$ cat config.mk
export PLATFORM = sky130hd
export DESIGN_NAME = sar_adc_serial_readout
export DESIGN_NICKNAME = d
export VERILOG_FILES = /design/src/rtl/sar_adc_pkg.sv /design/src/rtl/bit_fifo.sv /design/src/rtl/sar_adc_serial_readout.sv
export SDC_FILE = /design/constraint.sdc
export NUM_CORES = 1
export LEC_CHECK = 0
export BUFFER_PORTS_ARGS = -buffer_cell sky130_fd_sc_hd__buf_2
export CAP_MARGIN = 5
export CORE_UTILIZATION = 40
export DETAILED_ROUTE_END_ITERATION = 10
export PLACE_DENSITY = 0.64
export SYNTH_ARGS = -nofsm -noshare
export SYNTH_HDL_FRONTEND = slang
export SYNTH_SLANG_ARGS = --single-unit
$ cat constraint.sdc
create_clock -name i_mclk -period 6.7 [get_ports i_mclk]
set_clock_uncertainty 0.05 [all_clocks]
set_input_delay 1.34 -clock i_mclk [delete_from_list [all_inputs] [get_ports i_mclk]]
set_output_delay 1.34 -clock i_mclk [all_outputs]
set_load 0.05 [all_outputs]
$ cat src/rtl/sar_adc_pkg.sv
// Package with constants, states and carriers for the converter readout
package sar_adc_pkg;
	localparam int RES_BITS = 16; // Result width
	localparam int LEAD_ZEROS = 8; // Zero bits ahead of the MSB
	localparam int FALLS_PER_FRAME = 24; // Falls to read a whole frame
	localparam int FALL_HOLD = 6; // Fall that ends acquisition
	localparam int CNT_W = 5; // Width of the fall counter
	localparam logic [4:0] FALL_HOLD_C = 5'h06; // Hold at this fall
	localparam logic [4:0] FALL_SAR_FIRST = 5'h07; // First decision
	localparam logic [4:0] FALL_SAR_LAST = 5'h16; // Last decision
	localparam logic [4:0] FALL_DATA_FIRST = 5'h08; // First result bit out
	localparam logic [4:0] FALL_DATA_LAST = 5'h17; // Last result bit out
	localparam logic [4:0] FALL_CNT_MAX = 5'h1F; // Counter saturates
	localparam logic [3:0] BIT_MSB = 4'hF; // Index of the MSB
	localparam logic [15:0] CODE_ZERO = 16'h0000; // Reset code
	localparam logic [15:0] CODE_MSB = 16'h8000; // First trial code
	localparam int FIFO_DEPTH = 16; // Bit buffer depth
	localparam int FIFO_WIDTH = 1; // Bit buffer width
	localparam int MCLK_PERIOD_NS = 10; // Core clock period
	localparam int ACQ_TIME_NS = 1100; // Least acquisition interval
	localparam int ACQ_CYCLES =
		(ACQ_TIME_NS + MCLK_PERIOD_NS - 1) / MCLK_PERIOD_NS; // Rounded up
	localparam int CS_HIGH_NS = 50; // Least select-high time
	localparam int CS_HIGH_CYCLES =
		(CS_HIGH_NS + MCLK_PERIOD_NS - 1) / MCLK_PERIOD_NS; // Rounded up

	// Gray-coded conversion states along the usual path
	typedef enum logic [1:0] {
		ST_SHUTDOWN = 2'h0,
		ST_ACQUIRE = 2'h1,
		ST_CONVERT = 2'h3,
		ST_DONE = 2'h2
	} conv_state_e;

	// Pin levels that pass the synchroniser together
	typedef struct packed {
		logic cs_n; // Select, active low
		logic sclk; // Serial clock level
		logic cmp; // Comparator: input above trial level
	} pin_sync_s;
endpackage

$ cat src/rtl/bit_fifo.sv
// Small synchronous FIFO carrying resolved result bits to the shifter
`timescale 1ns/1ns
module bit_fifo #(
	parameter int WIDTH = 1,
	parameter int DEPTH = 16
) (
	input wire logic i_clk, // Core clock
	input wire logic i_nrst, // Async reset, active low
	input wire logic i_flush, // Sync clear of all entries
	input wire logic i_valid, // Write request
	output logic o_ready, // Room for a write
	input wire logic [WIDTH-1:0] i_data, // Write data
	output logic o_valid, // Entry available
	input wire logic i_ready, // Read accept
	output logic [WIDTH-1:0] o_data // Head entry
);
	localparam int AW = $clog2(DEPTH);
	logic [WIDTH-1:0] mem [DEPTH]; // Storage
	logic [AW:0] wr_ptr_reg; // Write pointer with wrap bit
	logic [AW:0] rd_ptr_reg; // Read pointer with wrap bit
	wire logic full = (wr_ptr_reg[AW] != rd_ptr_reg[AW]) &&
		(wr_ptr_reg[AW-1:0] == rd_ptr_reg[AW-1:0]);
	wire logic empty = (wr_ptr_reg == rd_ptr_reg);
	wire logic do_wr = i_valid && !full;
	wire logic do_rd = i_ready && !empty;

	assign o_ready = !full;
	assign o_valid = !empty;
	assign o_data = mem[rd_ptr_reg[AW-1:0]];

	// Storage needs no reset; pointers define what is valid
	always_ff @(posedge i_clk) begin
		if (do_wr) begin
			mem[wr_ptr_reg[AW-1:0]] <= i_data;
		end
	end

	// Pointer update; a flush wins so a new frame starts empty
	always_ff @(posedge i_clk or negedge i_nrst) begin
		if (!i_nrst) begin
			wr_ptr_reg <= '0;
			rd_ptr_reg <= '0;
		end else if (i_flush) begin
			wr_ptr_reg <= '0;
			rd_ptr_reg <= '0;
		end else begin
			if (do_wr) begin
				wr_ptr_reg <= wr_ptr_reg + 1'b1;
			end
			if (do_rd) begin
				rd_ptr_reg <= rd_ptr_reg + 1'b1;
			end
		end
	end
endmodule // bit_fifo

$ cat src/rtl/sar_adc_serial_readout.sv
// Control and serial readout of a 16-bit successive-approximation converter
`timescale 1ns/1ns
module sar_adc_serial_readout
	import sar_adc_pkg::*;
#(
	parameter int RES = RES_BITS, // Result width
	parameter int BUF_DEPTH = FIFO_DEPTH // Bit buffer depth
) (
	input wire logic i_mclk, // Core clock, 100 MHz
	input wire logic i_nrst, // Async reset, active low
	input wire logic i_cs_n, // Select pin, active low
	input wire logic i_sclk, // Serial clock pin from host
	input wire logic i_cmp_above, // Comparator: input above trial code
	output logic o_dout, // Serial data out
	output logic o_dout_oe, // Drive enable for serial data
	output logic o_powered, // Analog section powered
	output logic o_track, // Track switches closed to analog_input
	output logic [RES-1:0] o_dac_code, // Trial code to sampling_cap_array
	output logic [RES-1:0] o_result, // Last complete result
	output logic o_result_valid // One-cycle pulse with new result
);
	// Synchroniser stages; stage one feeds only stage two
	pin_sync_s sync1_reg;
	pin_sync_s sync2_reg;
	pin_sync_s sync3_reg; // Delayed copy for edge finding
	conv_state_e state_reg; // Conversion state
	conv_state_e state_next;
	logic [CNT_W-1:0] fall_cnt_reg; // Serial clock falls in this frame
	logic [CNT_W-1:0] fall_cnt_next;
	logic [RES-1:0] sar_reg; // Trial and decided bits
	logic [RES-1:0] sar_next;
	logic [3:0] bit_idx_reg; // Bit under trial
	logic [3:0] bit_idx_next;
	logic dout_next;

	// Decoded events on the synchronised pins
	wire pin_sync_s pin_in = '{cs_n: i_cs_n, sclk: i_sclk,
		cmp: i_cmp_above};
	wire logic cs_high = sync2_reg.cs_n;
	wire logic cs_fall = !sync2_reg.cs_n && sync3_reg.cs_n;
	wire logic sclk_fall = !sync2_reg.sclk && sync3_reg.sclk;
	// Counter saturates so long frames never wrap back into the windows
	wire logic [CNT_W-1:0] cnt_after = (fall_cnt_reg == FALL_CNT_MAX) ?
		fall_cnt_reg : fall_cnt_reg + 1'b1;
	wire logic at_hold = sclk_fall && (cnt_after == FALL_HOLD_C);
	wire logic in_sar_win = (cnt_after >= FALL_SAR_FIRST) &&
		(cnt_after <= FALL_SAR_LAST);
	wire logic in_data_win = (cnt_after >= FALL_DATA_FIRST) &&
		(cnt_after <= FALL_DATA_LAST);
	wire logic active = !cs_high && (state_reg != ST_SHUTDOWN);
	wire logic fifo_ready;
	wire logic fifo_valid;
	wire logic [FIFO_WIDTH-1:0] fifo_data;
	// A decision is only taken when the buffer has room; it never fills
	// in normal use, but a full buffer must stall and not drop a bit
	wire logic sar_step = active && (state_reg == ST_CONVERT) &&
		sclk_fall && in_sar_win && fifo_ready;
	wire logic last_step = sar_step && (bit_idx_reg == 4'h0);
	wire logic shift_bit = active && sclk_fall && in_data_win;
	// Comparator high keeps the trial bit: straight binary code
	wire logic decided = sync2_reg.cmp;

	// Two-stage synchroniser plus edge stage for all pins
	always_ff @(posedge i_mclk or negedge i_nrst) begin
		if (!i_nrst) begin
			sync1_reg <= '{cs_n: 1'b1, sclk: 1'b0, cmp: 1'b0};
			sync2_reg <= '{cs_n: 1'b1, sclk: 1'b0, cmp: 1'b0};
			sync3_reg <= '{cs_n: 1'b1, sclk: 1'b0, cmp: 1'b0};
		end else begin
			sync1_reg <= pin_in;
			sync2_reg <= sync1_reg;
			sync3_reg <= sync2_reg;
		end
	end

	// Next state; select high overrides every state at once
	always_comb begin
		state_next = state_reg;
		// Only a select fall leaves shutdown, so stray clocks are harmless
		case (state_reg)
			ST_SHUTDOWN: begin
				if (cs_fall) begin
					state_next = ST_ACQUIRE;
				end
			end
			ST_ACQUIRE: begin
				if (at_hold) begin
					state_next = ST_CONVERT;
				end
			end
			ST_CONVERT: begin
				if (last_step) begin
					state_next = ST_DONE;
				end
			end
			ST_DONE: begin
				state_next = ST_DONE; // Extra falls change nothing
			end
			default: begin
				state_next = ST_SHUTDOWN;
			end
		endcase
		if (cs_high) begin
			state_next = ST_SHUTDOWN;
		end
	end

	// Fall counter, cleared whenever select is high
	always_comb begin
		fall_cnt_next = fall_cnt_reg;
		if (cs_high || cs_fall) begin
			fall_cnt_next = '0;
		end else if (sclk_fall) begin
			fall_cnt_next = cnt_after;
		end
	end

	// Successive approximation: set trial, then keep or drop each bit
	always_comb begin
		sar_next = sar_reg;
		bit_idx_next = bit_idx_reg;
		if (cs_high) begin
			sar_next = CODE_ZERO;
			bit_idx_next = BIT_MSB;
		end else if (at_hold && state_reg == ST_ACQUIRE) begin
			sar_next = CODE_MSB;
			bit_idx_next = BIT_MSB;
		end else if (sar_step) begin
			sar_next[bit_idx_reg] = decided;
			// Next lower bit becomes the new trial
			if (bit_idx_reg != 4'h0) begin
				sar_next[bit_idx_reg - 4'h1] = 1'b1;
				bit_idx_next = bit_idx_reg - 4'h1;
			end
		end
	end

	// Serial data: zeros first, buffered result bits, then zeros again
	always_comb begin
		// Holding the old bit keeps the pin quiet between clock falls
		dout_next = o_dout;
		if (cs_high || cs_fall) begin
			dout_next = 1'b0;
		end else if (sclk_fall) begin
			dout_next = shift_bit && fifo_valid && fifo_data[0];
		end
	end

	// Resolved bits wait in the buffer until their output fall
	bit_fifo #(
		.WIDTH(FIFO_WIDTH),
		.DEPTH(BUF_DEPTH)
	) u_bit_fifo (
		.i_clk(i_mclk),
		.i_nrst(i_nrst),
		.i_flush(cs_high),
		.i_valid(sar_step),
		.o_ready(fifo_ready),
		.i_data(decided),
		.o_valid(fifo_valid),
		.i_ready(shift_bit),
		.o_data(fifo_data)
	);

	// State, counters and trial code
	always_ff @(posedge i_mclk or negedge i_nrst) begin
		if (!i_nrst) begin
			state_reg <= ST_SHUTDOWN;
			fall_cnt_reg <= '0;
			sar_reg <= CODE_ZERO;
			bit_idx_reg <= BIT_MSB;
		end else begin
			state_reg <= state_next;
			fall_cnt_reg <= fall_cnt_next;
			sar_reg <= sar_next;
			bit_idx_reg <= bit_idx_next;
		end
	end

	// Pin and status outputs, all registered
	always_ff @(posedge i_mclk or negedge i_nrst) begin
		if (!i_nrst) begin
			o_dout <= 1'b0;
			o_dout_oe <= 1'b0;
			o_powered <= 1'b0;
			o_track <= 1'b0;
			o_dac_code <= CODE_ZERO;
		end else begin
			o_dout <= dout_next;
			o_dout_oe <= !cs_high;
			o_powered <= !cs_high;
			o_track <= (state_next == ST_ACQUIRE);
			o_dac_code <= sar_next;
		end
	end

	// Completed word for the core side, with a one-cycle strobe
	always_ff @(posedge i_mclk or negedge i_nrst) begin
		if (!i_nrst) begin
			o_result <= CODE_ZERO;
			o_result_valid <= 1'b0;
		end else begin
			o_result_valid <= last_step;
			if (last_step) begin
				o_result <= sar_next;
			end
		end
	end
endmodule // sar_adc_serial_readout

---- Word level (Yosys, flattened, before mapping) ----
Memories as Yosys holds them, arrays and structs flattened.
Cells that the tools add are included.
word-level totals
  flip-flop bits (word level) ............. 65
  memory bits (writable) .................. 16
  bits of input ports ..................... 5
  output and inout bits ................... 37
  logic and storage cells ................. 106
  memories kept ........................... 1
memory list
  name            depth  width  read ports  clocked after Yosys merged registers in  write ports  RTL line        RTL
  u_bit_fifo.mem  16     1      1           0                                        1            bit_fifo.sv:18  logic [WIDTH-1:0] mem [DEPTH];
operators by class
  add/subtract/negate cells ............... 4
  order comparisons ....................... 8
  eq/ne operators ......................... 9
  multiplexer cells ....................... 29
  bitwise logic cells ..................... 1
  reduce and logical (&&, ||, !) cells .... 35
operators with widths
  operator             number
  $mux 16              4
  $mux 5               7
  $logic_and 1x1->1    20
  $bwmux 16            1
  $mux 4               4
  $or 16x16->16        1
  $add 5x1->5 const B  3
  $le 5x5->1 const B   2
  $lt 4x5->1 const B   2
  $demux 1 s4          2
  $ge 4x1->1 const B   2
  $mux 2               4
  $pmux 2 s4           1
  $reduce_bool 2->1    4
  $mux 1               6
  $reduce_bool 3->1    2
  $eq 5x3->1 const B   1
  $eq 5x5->1           1
  $eq 5x5->1 const B   1
  $ge 5x3->1 const B   1
  $ge 5x4->1 const B   1
  $eq 2x1->1 const B   2
  $eq 2x2->1 const B   2
  $eq 4x4->1           1
  8 further kinds      11

---- Logic depth before layout (Yosys ltp) ----
Gate-level depths: netlist of run 1.
  depth after elaboration ................. 11
  depth in mapped cells ................... 10
  mapped depth without buffers ............ 10

---- Modules after synthesis ----
A second synthesis of run 1 with hierarchy kept.
unflattened totals
  cell total of the unflattened synthesis .. 436
  area total of the unflattened synthesis .. 4546.9 µm²
by module, submodules not included
  module                  instances  cells each  area each (µm²)  sequential area each (µm²)
  sar_adc_serial_readout  1          310         3074.2           1385.1
  bit_fifo                1          126         1472.7           730.7

---- Worst setup path before layout of run 1 ----
Ideal clock, no wire load.
  path type ............................... register -> register
  from .................................... reg fall_cnt_reg[0]
  to ...................................... mem u_bit_fifo.mem[4] (enable)
  setup time .............................. 330 ps
  arrival time ............................ 2446 ps
  required time ........................... 6320 ps
  setup slack ............................. 3874 ps
  cell stages (with the launch flop) ...... 9
  path buffers ............................ 1
  clock period less this slack ............ 2826 ps
  cell sequence ........................... dfrtp_1 > ha_1 > a31o_2 > ha_1 > a2111oi_2 > o211a_2 > nand2_1 > clkbuf_1 > nor4b_1
between the ends
  cells in the longest elaborated chain, start to end .. 9
  elaborated cells between the ends (all ways) .. 11
  those cells by class .................... add/sub: 1; order compare: 2; eq/ne: 1; mux: 3; reduce/logical: 4
ends and longest elaborated chain
  item                                       RTL line                                                    RTL
  start: declaration                         sar_adc_serial_readout.sv:28                                logic [CNT_W-1:0] fall_cnt_reg;
  start signal: assignment                   sar_adc_serial_readout.sv:174                               fall_cnt_reg <= fall_cnt_next;
  $add 5x1->5 or $eq 5x5->1 (tied branches)  sar_adc_serial_readout.sv:44, sar_adc_serial_readout.sv:43
  $mux 5 *                                   sar_adc_serial_readout.sv:43                                wire logic [CNT_W-1:0] cnt_after = (fall_cnt_reg == FALL_CNT_MAX) ?
  $ge 5x3->1 or $le 5x5->1 (tied branches)   sar_adc_serial_readout.sv:46, sar_adc_serial_readout.sv:47
  $logic_and 1x1->1 *                        sar_adc_serial_readout.sv:46                                wire logic in_sar_win = (cnt_after >= FALL_SAR_FIRST) &&
  $logic_and 1x1->1 * (2 in a row)           sar_adc_serial_readout.sv:57                                sclk_fall && in_sar_win && fifo_ready;
  $logic_and 1x1->1 *                        bit_fifo.sv:24                                              wire logic do_wr = i_valid && !full;
  $mux 1 *                                   bit_fifo.sv:33                                              if (do_wr) begin
  $mux 1 (implied by the code) *             bit_fifo.sv:34                                              mem[wr_ptr_reg[AW-1:0]] <= i_data;
  end: declaration                           bit_fifo.sv:18
Mark *: on every way between the ends. The rest lies on a longest branch, timed or not.

---- Final worst setup path of run 1 ----
  from .................................... reg fall_cnt_reg[0]
  to ...................................... mem u_bit_fifo.mem[0] (enable)
The elaborated chain is that of the path after synthesis.

==> metrics.cfg, run 1 <==
[outcome]
status = completed

[final_layout]
antenna_cells = 0
fin_nets = 459
drive_gt1_share_pct = 21.7
most-common-layout-cells = dfrtp_1, buf_2, nand2_1
final_common_cell = dfrtp_1
fin_util_pct = 45.8
area_growth_pct = 9.75
fin_cells = 583

[global_routing]
grt_overflow_total = 0
grt_pass1_wl_um = 16800
busiest_layer = met2
met2_usage_pct = 30.3
met1_usage_pct = 25.6
track_usage_pct = 19.0
grt_antenna_before_repair = 0
grt_use_met3_pct = 3.99
first_global_vias = 3235
grt_max_degree = 66

[synthesis]
yosys_warnings = 0
async_flop_share_pct = 80.2
ys_seq_area_share_pct = 48.6
ys_ff_latch = 81
synth.area.top_cells = dfrtp_1, edfxtp_1, dfstp_2, ha_1, nand2_1
synth.avg_cell_area_um2 = 10.4
synth_nets = 435
syn_inst = 418
synth_edf_count = 16
yosysTopAreaCell = dfrtp_1
synth_top_area_share_pct = 33.4
syn-cell-area_um2 = 4350
synth_cell_types = 62
synthFlopType = dfrtp_1

[drt]
drt_iter0_drc = 151
via_per_inst = 5.68
drtAntennaViolNets = 0
drc = 0
vias = 3313
routed_wl_um = 9800
dr.pass1.iters = 4
wl_per_cell_um = 16.8

[worst_setup_path]
critPathRequiredTime_ps = 6670
cp_max_fo = 23
critPathKind = reg -> reg
crit_arrival_ps = 3490
start_kind = flip-flop
cp-end-kind = flip-flop

[placement]
io_buffer_count = 41
hpwl_um = 6480
place.gp.congestion = 0.898
pre_cts_slack_ps = 3210
post-place-cells = 567

[power]
p_leak_nw = 2.04
vdd_drop_max_uv = 87.8
powerDensity_nw_per_um2 = 182

[timing]
whs_ps = 301
fmax_mhz = 285
fin_tns_setup_ps = 0
post-route-period-util_pct = 52.5
worstMarginPinSlew_ps = 871
layout_setup_ws_ps = 3190
hold_viol = 0
period_needed_ps = 3510
maxSlewViolCount = 0
rsz0062_at_grt = no
max_slew_margin_pct = 41.9
setup_viol = 0

[clock_tree]
cts-hold-fix-buffers = 0
cts_sinks = 81
cts_buffers = 9
cts-root-buf = clkbuf_8
htreeDepth = 3
clockBufferDepth = 2
insertion_delay_ps = 360
path_clk_slew_ps = 80
cts_setup_buffers = 0
post_cts_resized = 0
cts_tree = done

[hold_path]
hp-class = reg -> reg

[floorplanning]
boundaryPins = 42
die_area_um2 = 11300
rows = 37
initial_utilization_pct = 41.8
die_height_um = 106
die_x_um = 106
core_area_um2 = 10400

[flow_run]
cap_violations = 0

## logic make-up after synthesis
family	count (synthesis)	synth area share, %
flops	81	48.6
xor+xnor	10	2.01
mux	26	8.14
compound gates	94	15.6
simple gates	148	17.4
buf+inv	47	4.75
fa+ha+maj	12	3.45
## synth_stat cells, drive strengths merged (6+ instances only)
master / n
o21ai: 15
nand3: 18
xnor2: 6
nor3: 16
and4: 7
a21oi: 25
a31oi: 6
mux2i: 9
dfstp: 7
nand2: 35
buf: 15
nand2b: 7
nor2: 33
a311oi: 10
edfxtp: 16
clkbuf: 16
ha: 12
dfrtp: 58
nor2b: 8
o31ai: 7
mux2: 12
inv: 14
## through the flow
stage / total power, mW / instance area, um^2
CTS: 0.881 / 4770
detailed placement: 0.553 / 4600
global route: 0.906 / 4770
finish: 0.869 / 4770
global placement: 0.552 / 4600
floorplan: 0.538 / 4350
## critical path, stage by stage (launching register included)
cell and delay, ps:
dfrtp_1 460, ha_1 330, a31o_2 280, ha_1 250
a2111oi_2 350, o211a_2 610, nand2_1 390, nor4b_1 460
## per-layer routing
| layer | up-vias | part of all wire [%] |
|---|---|---|
| li1 | 1579 | - |
| met1 | 1649 | 47 |
| met2 | 72 | 49 |
| met3 | 13 | 3.0 |
| met4 | 0 | 1.5 |
| met5 | - | 0 |
## power by group
part / switching (mW) / internal [mW] / total (mW) / leakage (nW)
Clock: 0.183 / 0.144 / 0.327 / 0.0891
Combinational: 0.0214 / 0.00690 / 0.0283 / 0.944
Sequential: 0.00649 / 0.507 / 0.513 / 1.01
Total: 0.211 / 0.658 / 0.869 / 2.04
## final cells by class
class / count / area, um^2
inverter: 16 / 60.1
clock buffer: 11 / 141
fill: 1025 / 5640
sequential: 81 / 2120
tap: 136 / 170
timing repair buffer: 44 / 228
multi-input combinational: 290 / 2030
clock inverter: 5 / 31.3
## path summary, 6_finish.rpt
kind	slack, ps	cells past startpoint	startpoint	to
hold reg to reg	300	0	sync1_reg[0]$_DFF_PN0_	decided$_DFF_PN0_
setup reg to reg	3190	7	fall_cnt_reg[0]$_DFFE_PN0P_	u_bit_fifo.mem[0]$_DFFE_PP_
hold / removal	300	0	sync1_reg[0]$_DFF_PN0_	decided$_DFF_PN0_
min in group asynchronous	1120	2	i_nrst	fall_cnt_reg[4]$_DFFE_PN0P_
setup / recovery	3190	7	fall_cnt_reg[0]$_DFFE_PN0P_	u_bit_fifo.mem[0]$_DFFE_PP_
max in group asynchronous	4930	2	i_nrst	o_result[5]$_DFFE_PN0P_
Power figures use the tool's default switching activity.
==> run 2: changes to the inputs <==
--- a/config.mk
+++ b/config.mk
@@ -5,11 +5,12 @@
 export SDC_FILE = /design/constraint.sdc
 export NUM_CORES = 1
 export LEC_CHECK = 0
+export ABC_AREA = 1
 export BUFFER_PORTS_ARGS = -buffer_cell sky130_fd_sc_hd__buf_2
 export CAP_MARGIN = 5
 export CORE_UTILIZATION = 40
 export DETAILED_ROUTE_END_ITERATION = 10
-export PLACE_DENSITY = 0.64
+export PLACE_DENSITY = 0.66
 export SYNTH_ARGS = -nofsm -noshare
 export SYNTH_HDL_FRONTEND = slang
 export SYNTH_SLANG_ARGS = --single-unit
==> constraint.sdc (replaced) <==
create_clock -name i_mclk -period 2.8 [get_ports i_mclk]
set_clock_uncertainty 0.05 [all_clocks]
set_input_delay 0.56 -clock i_mclk [delete_from_list [all_inputs] [get_ports i_mclk]]
set_output_delay 0.56 -clock i_mclk [all_outputs]
set_load 0.05 [all_outputs]
==> metrics.cfg, run 2 <==
[synthesis]
yosysMostFrequentCell = nand2_1  ; was dfrtp_1
synth_top_family_by_area = simple AND/OR/NAND/NOR gates  ; unchanged
synth_compound_area_share_pct = 11.0  ; was 15.6%
synthAdderAreaFrac_pct = 3.60  ; was 3.45%
synth-simple-area-share_pct = 25.4  ; was 17.4%
muxShareOfSynthArea_pct = 0  ; was 8.14%
synthFlopType = dfrtp_1  ; unchanged
synth_cell_types = 37  ; was 62
synth_edf_count = 16  ; unchanged
synth-xor-area-share_pct = 1.05  ; was 2.01%
synth.avg_cell_area_um2 = 8.28  ; was 10.4 um^2
synth_nets = 520  ; was 435
yosys-top-cells-count = nand2_1, dfrtp_1, inv_1  ; was dfrtp_1, nand2_1, nor2_1
syn_inst = 503  ; was 418
yosysTopAreaCell = dfrtp_1  ; unchanged
synth_top_area_share_pct = 34.8  ; was 33.4%
syn-cell-area_um2 = 4170  ; was 4350 um^2
ys_seq_area_share_pct = 50.8  ; was 48.6%
synth.area.top_cells = dfrtp_1, nand2_1, edfxtp_1, nand3_1, inv_1  ; was dfrtp_1, edfxtp_1, dfstp_2, ha_1, nand2_1
async_flop_share_pct = 80.2  ; unchanged
ys_ff_latch = 81  ; unchanged
yosys_warnings = 0  ; unchanged

[timing]
fin_tns_setup_ps = 0  ; unchanged
worstMarginPinSlew_ps = 578  ; was 871 ps
fmax_mhz = 397  ; was 285 MHz
setup_viol = 0  ; unchanged
maxSlewViolCount = 0  ; unchanged
hold_viol = 0  ; unchanged
rsz0062_at_grt = no  ; unchanged
period_needed_ps = 2520  ; was 3510 ps
post-route-period-util_pct = 89.9  ; was 52.5%
max_slew_margin_pct = 61.5  ; was 41.9%

[drt]
drtAntennaViolNets = 0  ; unchanged
via_per_inst = 4.96  ; was 5.68
wl_per_cell_um = 13.9  ; was 16.8 um
drc = 0  ; unchanged
routed_wl_um = 9510  ; was 9800 um
dr.pass1.iters = 4  ; unchanged
drt_iter0_drc = 158  ; was 151
vias = 3396  ; was 3,313

[floorplanning]
rows = 36  ; was 37
die_x_um = 104  ; was 106 um
die_area_um2 = 10800  ; was 11,300 um^2
core_area_um2 = 9950  ; was 10,400 um^2
initial_utilization_pct = 41.8  ; about the same
die_height_um = 104  ; was 106 um
boundaryPins = 42  ; unchanged

[final_layout]
drive_gt1_share_pct = 16.5  ; was 21.7%
antenna_cells = 0  ; unchanged
area_growth_pct = 12.5  ; was 9.75%
fin_util_pct = 47.1  ; was 45.8%
fin_nets = 564  ; was 459
final_common_cell = nand2_1  ; was dfrtp_1
nFillCells = 983  ; was 1,025
most-common-layout-cells = nand2_1, dfrtp_1, inv_1  ; was dfrtp_1, buf_2, nand2_1
fin_cells = 685  ; was 583

[clock_tree]
cts_tree = done  ; unchanged
clockBufferDepth = 2  ; unchanged
cts_sinks = 81  ; unchanged
htreeDepth = 3  ; unchanged
cts-root-buf = clkbuf_8  ; unchanged
post_cts_resized = 0  ; unchanged
insertion_delay_ps = 360  ; about the same
cts_setup_buffers = 0  ; unchanged
cts-hold-fix-buffers = 0  ; unchanged
cts_buffers = 9  ; unchanged
path_clk_slew_ps = 80  ; about the same

[worst_setup_path]
critPathRequiredTime_ps = 2820  ; was 6670 ps
cp_slowest_cell = dfrtp_1  ; was o211a_2
start_kind = flip-flop  ; unchanged
crit_arrival_ps = 2540  ; was 3490 ps
worst-path-buf-inv = 4  ; was 0
cp_max_fo = 22  ; was 23
critPathKind = reg -> reg  ; unchanged
cp-end-kind = flip-flop  ; unchanged
max_stage_delay_ps = 430  ; was 610 ps
crit_family = simple AND/OR/NAND/NOR gates  ; was compound AO/OA/AOI/OAI gates
path_cells = ha_1 -> nand4_1 -> inv_1 -> nor2_1 -> inv_1 -> ha_1 -> inv_1 -> nand2_1 -> nand2_1 -> nand2_8 -> inv_6 -> nand2_1 -> nor2_1  ; was ha_1 -> a31o_2 -> ha_1 -> a2111oi_2 -> o211a_2 -> nand2_1 -> nor4b_1

[placement]
io_buffer_count = 41  ; unchanged
post-place-cells = 669  ; was 567
hpwl_um = 7000  ; was 6480 um
place.gp.congestion = 0.908  ; was 0.898

[global_routing]
grt_pass1_wl_um = 16100  ; was 16,800 um
grt_overflow_total = 0  ; unchanged
track_usage_pct = 18.9  ; was 19.0%
grt_max_degree = 42  ; was 66
first_global_vias = 3241  ; was 3,235
grt_antenna_before_repair = 0  ; unchanged

[hold_path]
hp-class = in -> async  ; was reg -> reg

[power]
powerDensity_nw_per_um2 = 450  ; was 182 nW/um^2
pwr-share-clk_pct = 38.7  ; was 37.6%
p_switching_mw = 0.477  ; was 0.211 mW
p_leak_nw = 2.31  ; was 2.04 nW
pwr-share-seq_pct = 57.9  ; was 59.1%
vdd_drop_max_uv = 287  ; was 87.8 uV
p_int_mw = 1.63  ; was 0.658 mW
power_frac_comb_pct = 3.4  ; was 3.3%
switching_share_pct = 22.6  ; was 24.3%

[flow_run]
cap_violations = 0  ; unchanged

[outcome]
status = completed  ; unchanged

==> run 2: changes by cell type in the layout (fill, tap and decap cells not counted), sizes merged, moves of 8 or more <==
cell,delta
a311oi,-8
inv,+46
mux2,-12
mux2i,-9
nand2,+101
nand3,+28
nor2,+19
nor2b,-8
nor3,-15
o21ai,+31
==> run 2: final timing paths <==
check / startpoint / slack, ps / cells past startpoint / to
worst min-delay path: i_nrst / 140 / 1 / u_bit_fifo.rd_ptr_reg[1]$_DFFE_PN0P_
worst max register to register: fall_cnt_reg[0]$_DFFE_PN0P_ / 280 / 13 / u_bit_fifo.mem[8]$_DFFE_PP_
worst max-delay path: fall_cnt_reg[0]$_DFFE_PN0P_ / 280 / 13 / u_bit_fifo.mem[8]$_DFFE_PP_
worst min register to register: sync1_reg[1]$_DFF_PN0_ / 300 / 0 / sync2_reg[1]$_DFF_PN0_
min in group i_mclk: i_cs_n / 240 / 1 / sync1_reg[2]$_DFF_PN1_
max in group asynchronous: i_nrst / 1870 / 2 / bit_idx_reg[2]$_DFFE_PN1P_
==> run 2: per-layer routing <==
metal / vias up / wire (um) / part of all wire, % / track usage [%]
met5: - / 0 / 0 / 0
met4: 0 / 170 / 1.8 / 5.61
met3: 15 / 446 / 4.7 / 4.26
met2: 81 / 4740 / 50 / 31.8
met1: 1578 / 4160 / 44 / 24.2
li1: 1722 / - / - / -
==> run 2: power groups by stage <==
stage | logic [mW] | clock network [mW] | registers, mW
2_1_floorplan | 0.0269 | 0 | 1.25
3_3_place_gp | 0.0745 | 0 | 1.24
3_5_place_dp | 0.0749 | 0 | 1.24
4_1_cts | 0.0753 | 0.842 | 1.22
5_1_grt | 0.0832 | 0.884 | 1.22
6_report | 0.0726 | 0.815 | 1.22
==> run 2: through the flow <==
stage / hold slack, ps / power [mW] / cell area (um^2) / setup slack, ps
floorplan: 214 / 1.28 / 4170 / 490
global placement: 283 / 1.32 / 4500 / 307
finish: 137 / 2.11 / 4680 / 283
global route: 189 / 2.19 / 4680 / 1.04
CTS: 164 / 2.14 / 4680 / 214
detailed placement: 286 / 1.32 / 4500 / 238
==> run 2: final cells by class <==
cell class | instances | area (um^2) | share of cell area (%)
repair buffers | 49 | 278 | 5.93
multi-input cells | 346 | 1710 | 36.5
flip-flops and latches | 81 | 2120 | 45.2
clock inverters | 7 | 61.3 | 1.31
well taps | 133 | 166 | 3.55
inverters | 60 | 230 | 4.91
clock buffers | 9 | 124 | 2.64
==> run 2: logic make-up (layout without fill, tap and decap cells) <==
kind of cell,after synthesis,count (layout)
XOR/XNOR,5,5
AO/OA/AOI/OAI,83,83
adder cells (fa/ha/maj),12,12
buffers and inverters,76,125
flip-flops,81,81
AND/OR/NAND/NOR,246,246
